## config.mk

```make
export PLATFORM = sky130hd
export DESIGN_NAME = eprgc_top
export DESIGN_NICKNAME = d
export VERILOG_FILES = /design/src/core/eprgc_top.v
export VERILOG_INCLUDE_DIRS = /design/src /design/src/pkg
export SDC_FILE = /design/constraint.sdc
export NUM_CORES = 1
export LEC_CHECK = 0
export ABC_CLOCK_PERIOD_IN_PS = 1700
export BUFFER_PORTS_ARGS = -buffer_cell sky130_fd_sc_hd__buf_2
export CAP_MARGIN = 20
export CORE_ASPECT_RATIO = 0.8
export CORE_UTILIZATION = 40
export DETAILED_ROUTE_END_ITERATION = 10
export MAX_ROUTING_LAYER = met4
export SETUP_SLACK_MARGIN = 0.15
export SYNTH_ARGS = -nofsm -noshare
export SYNTH_HDL_FRONTEND = slang
export SYNTH_SLANG_ARGS = --single-unit
```

## constraint.sdc

```tcl
create_clock -name clock -period 1.7 [get_ports clock]
set_input_delay 0.085 -clock clock [delete_from_list [all_inputs] [get_ports clock]]
set_output_delay 0.085 -clock clock [all_outputs]
set_load 0.01 [all_outputs]
```

## src/pkg/eprgc_defs.vh

```
`ifndef EPRGC_DEFS_VH
`define EPRGC_DEFS_VH
// ========================================
// Register map and fields
`define EPRGC_ADDR_W 16
`define EPRGC_REG_CTRL 16'h001E
`define EPRGC_REG_OPTION 16'h002F
`define EPRGC_REG_STATUS 16'h0030
`define EPRGC_BIT_LATCH 2
`define EPRGC_BIT_OPT_PWR 1
`define EPRGC_BIT_ARR_PWR 0
`define EPRGC_BIT_OSC_SEL 0
`define EPRGC_BIT_LOCK 7
`define EPRGC_STAT_BOOT 0
`define EPRGC_STAT_LOCK 1
`define EPRGC_STAT_CAPT 2
`define EPRGC_STAT_BYTE_MET 3
`define EPRGC_STAT_OPT_MET 4
`define EPRGC_STAT_COPY 5
`define EPRGC_STAT_VERIFY 6
`define EPRGC_ZERO8 8'h00
`define EPRGC_ERASED8 8'hFF
// ========================================
// Memory ranges
`define EPRGC_ARR_LO 16'h0600
`define EPRGC_ARR_HI 16'h1DFF
`define EPRGC_BOOT_LO 16'h1E00
`define EPRGC_BOOT_HI 16'h1FEF
`define EPRGC_VEC_LO 16'h1FF0
`define EPRGC_VEC_HI 16'h1FFF
// ========================================
// Timing
`define EPRGC_CLK_MHZ 40
`define EPRGC_BYTE_PROG_US 4
`define EPRGC_OPT_PROG_US 4
`define EPRGC_BOOT_PROG_US 1000
`define EPRGC_BYTE_PROG_CYC (`EPRGC_BYTE_PROG_US * `EPRGC_CLK_MHZ)
`define EPRGC_BOOT_PROG_CYC (`EPRGC_BOOT_PROG_US * `EPRGC_CLK_MHZ)
`define EPRGC_OPT_PROG_CYC (`EPRGC_OPT_PROG_US * `EPRGC_CLK_MHZ)
`define EPRGC_STRAP_WAIT 2'h2
`define EPRGC_STRAP_STEP 2'h1
`define EPRGC_CNT_W 16
`endif

```

## src/core/eprgc_top.v

```verilog
// Design decision made here: the Wishbone slave port.
`timescale 1ns/1ps
`default_nettype none
`include "eprgc_defs.vh"
// Operation
// - Oscillator select held in option byte 0x2F
// - Lock set denies array access outside user
// - Lock bit write-only, read undefined
// - Osc select moves two port pins
// - Boot mode on reset release with straps
// - Boot program lives at 0x1E00-0x1FEF
// - Boot copies at 1 ms, then verifies
// - Control register at address 0x1E
// - Array spans 0x0600-0x1DFF plus 0x1FF0-0x1FFF
// - Control reads zero in normal operation
// - Array power set needs latch already set
// - Latch clear also clears array power
// - Option power routes voltage to option byte
// - Latch on: next array write captured, reads blocked
// - Setting latch and power together sets latch only
// - Erased array bit reads as one
module eprgc_top (
  input wire clock,
  input wire reset_n,
  input wire [15:0] wb_adr_i,
  input wire [7:0] wb_dat_i,
  output reg [7:0] wb_dat_o,
  input wire wb_we_i,
  input wire wb_sel_i,
  input wire wb_cyc_i,
  input wire wb_stb_i,
  output reg wb_ack_o,
  input wire user_mode,
  input wire test_level_voltage,
  input wire boot_select_pin,
  input wire [7:0] array_rd_data,
  output reg array_prog_power,
  output reg option_prog_power,
  output reg prog_bus_latch,
  output reg [15:0] prog_addr,
  output reg [7:0] prog_data,
  output reg prog_captured,
  output reg [7:0] option_config_byte,
  output reg option_written,
  output reg ext_osc_select,
  output reg bootloader_mode,
  output reg bootloader_rom_sel
);

  // ========================================
  // Decoding
  function in_array;
    input [15:0] a;
    begin
      in_array = ((a >= `EPRGC_ARR_LO) && (a <= `EPRGC_ARR_HI)) ||
                 ((a >= `EPRGC_VEC_LO) && (a <= `EPRGC_VEC_HI));
    end
  endfunction

  function in_boot;
    input [15:0] a;
    begin
      in_boot = (a >= `EPRGC_BOOT_LO) && (a <= `EPRGC_BOOT_HI);
    end
  endfunction

  function [`EPRGC_CNT_W-1:0] prog_limit;
    input integer which;
    input boot;
    reg [31:0] full;
    begin
      full = `EPRGC_OPT_PROG_CYC;
      if (which == 0) begin
        full = boot ? `EPRGC_BOOT_PROG_CYC : `EPRGC_BYTE_PROG_CYC;
      end
      prog_limit = full[`EPRGC_CNT_W-1:0];
    end
  endfunction

  function [7:0] ctrl_view;
    input latch;
    input opt_pwr;
    input arr_pwr;
    begin
      ctrl_view = `EPRGC_ZERO8;
      ctrl_view[`EPRGC_BIT_LATCH] = latch;
      ctrl_view[`EPRGC_BIT_OPT_PWR] = opt_pwr;
      ctrl_view[`EPRGC_BIT_ARR_PWR] = arr_pwr;
    end
  endfunction

  function [7:0] stat_view;
    input boot;
    input lock;
    input captured;
    input [1:0] met;
    input [2:0] phase;
    begin
      stat_view = `EPRGC_ZERO8;
      stat_view[`EPRGC_STAT_BOOT] = boot;
      stat_view[`EPRGC_STAT_LOCK] = lock;
      stat_view[`EPRGC_STAT_CAPT] = captured;
      stat_view[`EPRGC_STAT_BYTE_MET] = met[0];
      stat_view[`EPRGC_STAT_OPT_MET] = met[1];
      stat_view[`EPRGC_STAT_COPY] = phase[1];
      stat_view[`EPRGC_STAT_VERIFY] = phase[2];
    end
  endfunction

  // ========================================
  // Pin synchronisers
  wire [2:0] pin_raw = {user_mode, boot_select_pin, test_level_voltage};
  wire [2:0] pin_sync;
  wire test_level_voltage_level = pin_sync[0];
  wire boot_level = pin_sync[1];
  wire user_level = pin_sync[2];
  genvar gi;

  // Each pin level passes two stages before use
  generate
    for (gi = 0; gi < 3; gi = gi + 1) begin : g_sync
      reg [1:0] stage;
      always @(posedge clock or negedge reset_n) begin
        if (!reset_n) begin
          stage <= 2'h0;
        end else begin
          stage <= {stage[0], pin_raw[gi]};
        end
      end
      assign pin_sync[gi] = stage[1];
    end
  endgenerate

  // ========================================
  // Straps caught once the synchronisers hold the pin levels
  reg [1:0] strap_wait;
  reg strap_taken;

  always @(posedge clock or negedge reset_n) begin
    if (!reset_n) begin
      strap_wait <= 2'h0;
      strap_taken <= 1'b0;
      bootloader_mode <= 1'b0;
    end else if (!strap_taken) begin
      if (strap_wait == `EPRGC_STRAP_WAIT) begin
        strap_taken <= 1'b1;
        bootloader_mode <= test_level_voltage_level & boot_level;
      end else begin
        strap_wait <= strap_wait + `EPRGC_STRAP_STEP;
      end
    end
  end

  // ========================================
  // Bus access
  wire req = wb_cyc_i & wb_stb_i & ~wb_ack_o;
  wire wr = req & wb_we_i & wb_sel_i;
  wire rd = req & ~wb_we_i;
  wire hit_ctrl = (wb_adr_i == `EPRGC_REG_CTRL);
  wire hit_opt = (wb_adr_i == `EPRGC_REG_OPTION);
  wire hit_stat = (wb_adr_i == `EPRGC_REG_STATUS);
  wire hit_arr = in_array(wb_adr_i);
  wire locked = option_config_byte[`EPRGC_BIT_LOCK] & ~user_level;

  // One wait state; ack drops the cycle after it is given
  always @(posedge clock or negedge reset_n) begin
    if (!reset_n) begin
      wb_ack_o <= 1'b0;
    end else begin
      wb_ack_o <= req;
    end
  end

  // ========================================
  // Control register
  reg next_latch;
  reg next_arr_pwr;
  always @* begin
    next_latch = prog_bus_latch;
    next_arr_pwr = array_prog_power;
    if (wr && hit_ctrl) begin
      next_latch = wb_dat_i[`EPRGC_BIT_LATCH];
      // Power only if latch was set before this write
      next_arr_pwr = wb_dat_i[`EPRGC_BIT_ARR_PWR] & prog_bus_latch;
      if (!next_latch) begin
        next_arr_pwr = 1'b0;
      end
    end
  end

  always @(posedge clock or negedge reset_n) begin
    if (!reset_n) begin
      prog_bus_latch <= 1'b0;
      array_prog_power <= 1'b0;
      option_prog_power <= 1'b0;
    end else begin
      prog_bus_latch <= next_latch;
      array_prog_power <= next_arr_pwr;
      if (wr && hit_ctrl) begin
        option_prog_power <= wb_dat_i[`EPRGC_BIT_OPT_PWR];
      end
    end
  end

  // ========================================
  // Array capture while latched
  always @(posedge clock or negedge reset_n) begin
    if (!reset_n) begin
      prog_addr <= 16'h0000;
      prog_data <= `EPRGC_ZERO8;
      prog_captured <= 1'b0;
    end else begin
      if (!prog_bus_latch) begin
        prog_captured <= 1'b0;
      end else if (wr && hit_arr && !prog_captured && !locked) begin
        prog_addr <= wb_adr_i;
        prog_data <= wb_dat_i;
        prog_captured <= 1'b1;
      end
    end
  end

  // ========================================
  // Option byte
  always @(posedge clock or negedge reset_n) begin
    if (!reset_n) begin
      option_config_byte <= `EPRGC_ERASED8;
      option_written <= 1'b0;
      ext_osc_select <= 1'b1;
    end else begin
      option_written <= wr & hit_opt;
      if (wr && hit_opt) begin
        // Lock bit kept here; option reads hide it, status shows it only outside user mode
        option_config_byte <= wb_dat_i;
      end
      ext_osc_select <= option_config_byte[`EPRGC_BIT_OSC_SEL];
    end
  end

  // ========================================
  // Programming time monitors, array then option power
  wire [1:0] pwr_on = {option_prog_power, array_prog_power};
  wire [1:0] time_met;

  // Count restarts when power drops, so a short pulse never reads as met
  generate
    for (gi = 0; gi < 2; gi = gi + 1) begin : g_timer
      reg [`EPRGC_CNT_W-1:0] count;
      wire [`EPRGC_CNT_W-1:0] limit = prog_limit(gi, bootloader_mode);
      always @(posedge clock or negedge reset_n) begin
        if (!reset_n) begin
          count <= {`EPRGC_CNT_W{1'b0}};
        end else if (!pwr_on[gi]) begin
          count <= {`EPRGC_CNT_W{1'b0}};
        end else if (count != limit) begin
          count <= count + 1'b1;
        end
      end
      assign time_met[gi] = (count == limit);
    end
  endgenerate

  // ========================================
  // Bootloader phase: copy pass, then verify pass
  localparam [2:0] boot_off = 3'b001;
  localparam [2:0] boot_copy = 3'b010;
  localparam [2:0] boot_verify = 3'b100;
  reg [2:0] boot_state;
  reg [2:0] next_boot_state;
  reg copied;

  always @* begin
    next_boot_state = boot_state;
    case (boot_state)
      boot_off: begin
        if (bootloader_mode) begin
          next_boot_state = boot_copy;
        end
      end
      boot_copy: begin
        // First plain array read after a copy starts verifying
        if (rd && hit_arr && !prog_bus_latch && copied) begin
          next_boot_state = boot_verify;
        end
      end
      boot_verify: begin
        // Verify pass lasts until the next reset
        next_boot_state = boot_verify;
      end
      default: begin
        next_boot_state = boot_off;
      end
    endcase
  end

  always @(posedge clock or negedge reset_n) begin
    if (!reset_n) begin
      boot_state <= boot_off;
      copied <= 1'b0;
    end else begin
      boot_state <= next_boot_state;
      copied <= copied | (bootloader_mode & prog_captured);
    end
  end

  // ========================================
  // Read data
  reg [7:0] next_rdata;
  always @* begin
    next_rdata = `EPRGC_ZERO8;
    if (hit_ctrl) begin
      // Bits only seen while programming; otherwise all zero
      next_rdata = ctrl_view(prog_bus_latch, option_prog_power, array_prog_power);
    end else if (hit_opt) begin
      next_rdata[`EPRGC_BIT_OSC_SEL] = option_config_byte[`EPRGC_BIT_OSC_SEL];
    end else if (hit_stat) begin
      next_rdata = stat_view(bootloader_mode, locked, prog_captured, time_met, boot_state);
    end else if (hit_arr) begin
      if (prog_bus_latch || locked) begin
        next_rdata = `EPRGC_ERASED8;
      end else begin
        next_rdata = array_rd_data;
      end
    end
  end

  always @(posedge clock or negedge reset_n) begin
    if (!reset_n) begin
      wb_dat_o <= `EPRGC_ZERO8;
      bootloader_rom_sel <= 1'b0;
    end else begin
      if (rd) begin
        wb_dat_o <= next_rdata;
      end
      bootloader_rom_sel <= bootloader_mode & req & in_boot(wb_adr_i);
    end
  end

endmodule
`default_nettype wire

```

# After elaboration in Yosys (flattened, before gate mapping)
# Index checks and enable logic that the tools add are counted.
[totals] ff_bits=94 input_bits=41 elab_cells=104
[classes] magnitude_cmp=6 n_bitwise=18 n_eq_ne=16 add_sub_neg=3 reduce_logical=20 muxes=19
[op_table] operator="two-way mux 16 bit" n=5
[op_table] operator="less-or-equal comparator 16 x 13 -> 1 bit (second input constant)" n=3
[op_table] operator="adder 16 x 1 -> 16 bit (second input constant)" n=2
[op_table] operator="== test 16 x 6 -> 1 bit (second input constant)" n=2
[op_table] operator=">= comparator 16 x 13 -> 1 bit (second input constant)" n=2
[op_table] operator="two-way mux 8 bit" n=4
[op_table] operator="== test 16 bit" n=1
[op_table] operator="== test 16 x 5 -> 1 bit (second input constant)" n=1
[op_table] operator="== test 16 x 8 -> 1 bit (second input constant)" n=1
[op_table] operator=">= comparator 16 x 11 -> 1 bit (second input constant)" n=1
[op_table] operator="!= test 16 bit" n=1
[op_table] operator="!= test 16 x 8 -> 1 bit (second input constant)" n=1
[op_table] operator="AND 1 bit" n=12
[op_table] operator="logical AND 1 bit" n=11
[op_table] operator="one-hot mux 3 bit (3 select lines)" n=1
[op_table] operator="AND reduction 2 bit" n=4
[op_table] operator="two-way mux 7 bit" n=1
[op_table] operator="two-way mux 1 bit" n=6
[op_table] operator="two-way mux 3 bit" n=2
[op_table] operator="!= test 2 x 1 -> 1 bit (second input constant)" n=3
[op_table] operator="NOT 1 bit" n=5
[op_table] operator="!= test 2 bit (second input constant)" n=2
[op_table] operator="== test 3 x 1 -> 1 bit (second input constant)" n=1
[op_table] operator="== test 3 x 2 -> 1 bit (second input constant)" n=1
[op_table] operator="other kinds (6)" n=9

# Depth between registers and ports, before layout
[depth] ltp_word=9 mapped_depth=7

# Worst setup path before layout
# OpenSTA, ideal clock, no wires.
[synth_timing] path_type="register to register" from="register bootloader_mode" to="register wb_dat_o[3]" arrival_ns=1.758 setup_time_ns=0.080 n_path_buf=0 path_slack_ns=-0.138 required_ns=1.620 stages_incl_launch_ff=6 cell_sequence="dfrtp_1 or4_4 o22ai_2 o2111ai_2 o221a_1 nor3_2"
[synth_between] elab_chain_cells=5
[synth_rtl] element="start: declaration" line_no="eprgc_top.v:46" rtl="output reg bootloader_mode,"
[synth_rtl] element="start signal: assignment" line_no="eprgc_top.v:147" rtl="bootloader_mode <= test_level_voltage_level & boot_level;"
[synth_rtl] element="two-way mux 16 bit (no line)"
[synth_rtl] element="== test 16 bit" line_no="eprgc_top.v:259" rtl="assign time_met[gi] = (count == limit);"
[synth_rtl] element="two-way mux 8 bit" line_no="eprgc_top.v:316" rtl="end else if (hit_stat) begin"
[synth_rtl] element="two-way mux 7 bit" line_no="eprgc_top.v:314" rtl="end else if (hit_opt) begin"
[synth_rtl] element="two-way mux 8 bit" line_no="eprgc_top.v:311" rtl="if (hit_ctrl) begin"
[synth_rtl] element="end signal: assignment" line_no="eprgc_top.v:329" rtl="wb_dat_o <= `EPRGC_ZERO8;"
[synth_rtl] element="end signal: assignment" line_no="eprgc_top.v:333" rtl="wb_dat_o <= next_rdata;"
[synth_rtl] element="end: declaration" line_no="eprgc_top.v:27" rtl="output reg [7:0] wb_dat_o,"
# Every way passes these cells.
# A chain may end at the register's enable or synchronous reset.

# Worst setup path in the final report
[layout_timing] from="register g_timer[0].count[12]" to="register wb_dat_o[3]"
[layout_between] elab_chain_cells=4
[layout_rtl] element="start: declaration" line_no="eprgc_top.v:248" rtl="reg [`EPRGC_CNT_W-1:0] count;"
[layout_rtl] element="start signal: assignment" line_no="eprgc_top.v:252" rtl="count <= {`EPRGC_CNT_W{1'b0}};"
[layout_rtl] element="start signal: assignment" line_no="eprgc_top.v:254" rtl="count <= {`EPRGC_CNT_W{1'b0}};"
[layout_rtl] element="start signal: assignment" line_no="eprgc_top.v:256" rtl="count <= count + 1'b1;"
[layout_rtl] element="== test 16 bit" line_no="eprgc_top.v:259"
[layout_rtl] element="two-way mux 8 bit" line_no="eprgc_top.v:316"
[layout_rtl] element="two-way mux 7 bit" line_no="eprgc_top.v:314"
[layout_rtl] element="two-way mux 8 bit" line_no="eprgc_top.v:311"
# Every way passes these cells.

==> results by group <==
Logic synthesis
  • Post-synth ARST share: 100%
  • Top post-synthesis cells by area: dfrtp_1, mux2_1, dfstp_2
  • Top post-synthesis cells by count: dfrtp_1, and2_1, mux2_1
  • Synth warn: 0
  • Cells after Synth: 376
  • Mean post-synth cell area: 11.5 um2
  • Flops & latches, synth: 94
  • Synth unique cells: 59
  • Share of the synthesized area in the top cell type: 48.7%
  • Syn nets: 422
  • Register area share after synthesis: 54.8%
  • Dominant synthesized flop cell: dfrtp_1
  • Synth area leader: dfrtp_1
  • Synthesized cell area: 0.00431 mm2
  • Most instantiated library cell after synthesis: dfrtp_1
  • Number of synthesized flops with an enable pin: 0

STA
  • RSZ-0062 raised after global routing: yes
  • Slew Limit Fails: 0
  • Fin. Hold Viols: 0
  • Finish-stage setup viols: 0
  • Slew @ Worst Pin: 551 ps
  • Period minus WS final: 1700 ps
  • Slew margin rel.: 63.2%
  • Final Cycle Share: 99.8%
  • Setup Skew: 9.34 ps
  • Setup ws final: 2.92 ps
  • Fmax: 0.589 GHz

Final layout
  • Post-route cell area: 0.00626 mm2
  • Area Growth Syn to Fin: 45.1%
  • Nets: 572
  • Area of the multi-input gates: 0.00228 mm2
  • Storage element area: 0.00237 mm2
  • Layout cells sized above 1: 48.2%
  • Fillers: 831

GRT
  • Gr usage total: 20.6%
  • GRT met1 Usage: 28.3%
  • Met2 Usage GRT: 30.4%
  • First-pass GRT wire length: 17400 um
  • Number of global-route vias before repair: 3355
  • Total gr overflow: 0
  • Most Crowded Layer GR: met2
  • Largest net degree at the start of global routing: 36
  • Grt met3 use: 4.59%
  • Initial antenna violation count: 1

Die
  • Initial Util: 41.6%
  • DIE HEIGHT: 94.9 um
  • Die area: 0.0112 mm2
  • Core Rows: 33
  • I/O pin total: 90
  • Die X: 118 um
  • Placeable Area: 0.0104 mm2

Worst setup path
  • CP Class: reg -> reg
  • CP Capture Type: register
  • Crit. Startpoint: g_timer[0].count[12]
  • CP required: 1960 ps
  • CP endpoint: wb_dat_o[3]
  • R2R Path Start: g_timer[0].count[12]
  • Critical R2R Capture: wb_dat_o[3]
  • Reg2reg setup slack: 3 ps
  • Startpoint Class: register
  • R2R depth: 5
  • Max FO, Critical Path: 4
  • CP arrival: 1960 ps

Routing
  • DRT Pass-1 Iters: 4
  • Avg WL per Cell: 16.4 um
  • DR vias: 3440
  • Final WL: 11000 um
  • Detailed Route Iter0 Violations: 112
  • Residual DRC: 0
  • Via/cell ratio: 5.12
  • Detail Route Antenna Nets: 0

Clock network
  • Clock slew at reported path FFs: 70 ps
  • CTS Root Cell: clkbuf_16
  • TritonCTS buffer count: 9
  • Worst skew pair latency: 340 ps
  • CTS sink cnt: 94
  • Maximum buffer depth of the clock tree: 2
  • CTS tree: yes
  • H-tree lvl count: 3

Job
  • Max-cap viol count: 0

Hold path
  • Worst min-delay path class: in -> reg

Placement
  • Placed inst area: 0.00514 mm2
  • Hpwl dp: 7040 um
  • Pre-CTS setup slack: -59.0 ps
  • Port buffer count: 89
  • Routability Congestion: 0.820

Status
  • Status: completed

Pwr
  • VDD IR max: 817 uV
  • Power Total: 0.00455 W
  • Static Leak: 3.05 nW
  • Pwr dens: 728 mW/mm2
-- cell families after synthesis --
| kind of cell | count (synthesis) | share of synthesized area [%] |
|---|---|---|
| muxes | 35 | 9.05 |
| and+or+nand+nor | 156 | 20.9 |
| DFF | 94 | 54.8 |
| adders and majority gates | 5 | 1.45 |
| xor gates and xnor gates | 24 | 4.87 |
| AOI/OAI and AO/OA | 42 | 7.11 |
| buffers and inverters | 20 | 1.80 |
-- per-layer routing --
metal,vias up,share of wire [%]
met2,82,46
li1,1635,-
met1,1708,49
met4,0,1.5
met5,-,0
met3,15,4.1
-- power breakdown --
group          internal, W  leakage [nW]  switching (W)
registers          0.00228          1.23      0.0000219
logic             0.000146          1.68       0.000170
clock network      0.00108         0.139       0.000860
-- layout by cell type (no fill, tap or decap), types with 5 or more instances in the layout --
cell type      Yosys  final
and2_1            30     25
dfstp_2           10     10
clkbuf_16          0      9
dlygate4sd3_1      0     13
nand3_1           19     13
or3_1              5      5
and3_1             6      5
nor2_1            18     17
dfrtp_2            0      6
inv_1              9      7
buf_12             0      5
buf_2              2     88
nand2_1           24     21
mux2_4             0     32
o21ai_0           12     11
buf_6              0     11
nand4_1           10     10
dfrtp_1           84     78
xnor2_1           21     19
buf_4              0     29
a21oi_1            5      5
-- how the worst min path moves through the flow --
stage | startpoint | end | slack [ps] | depth (start not counted)
floorplan | reset_n | array_prog_power | -210 | 0
detailed placement | reset_n | g_timer[1].count[10] | 90 | 1
finish | wb_adr_i[7] | prog_addr[7] | 20 | 2
CTS | wb_adr_i[3] | prog_addr[3] | 1 | 2
global route | wb_adr_i[7] | prog_addr[7] | 3 | 2
global placement | reset_n | g_timer[1].count[7] | 90 | 1
-- stage by stage --
| stage | instances | hold slack (ps) | TNS (ps) | util (%) |
|---|---|---|---|---|
| after floorplan | 376 | -211 | 0 | - |
| after global placement | 618 | 86.4 | 0 | 49.6 |
| after detailed placement | 618 | 93.6 | -437 | 49.6 |
| after CTS | 660 | 0.984 | -15.3 | 57.3 |
| after global routing | 672 | 3.26 | -501 | 60.4 |
| final | 672 | 16.4 | 0 | 60.4 |
-- final cells by class --
cell class | count | area share (%)
inverters | 9 | 0.540
flip-flops and latches | 94 | 37.9
clock buffers | 12 | 4.10
well taps | 140 | 2.80
diodes | 1 | 0.0400
multi-input cells | 262 | 36.4
clock inverters | 4 | 0.480
repair buffers | 150 | 17.7
-- state kept, by name, indices dropped and copies added (netlist names), 2 cells and up --
register	flops
prog_addr	16
g_sync.stage	6
g_timer.count	32
prog_data	8
boot_state	3
option_config_byte	8
wb_dat_o	8
strap_wait	2
-- critical path, stage by stage (launching register included) --
cell,delay [ps]
dfrtp_1,380
or4_4,550
o22ai_4,130
o2111ai_4,170
o221a_1,290
nor3_2,90
-- timing repair --
action,4_1_cts,5_1_grt
endpoints found under the setup margin,30,57
hold buffers,13,0
pin swaps,5,18
resized for setup,50,59
buffers inserted,9,10
cloned,4,1
hold endpoints to repair,49,0
Note: power is estimated with default switching activity, not from simulation.
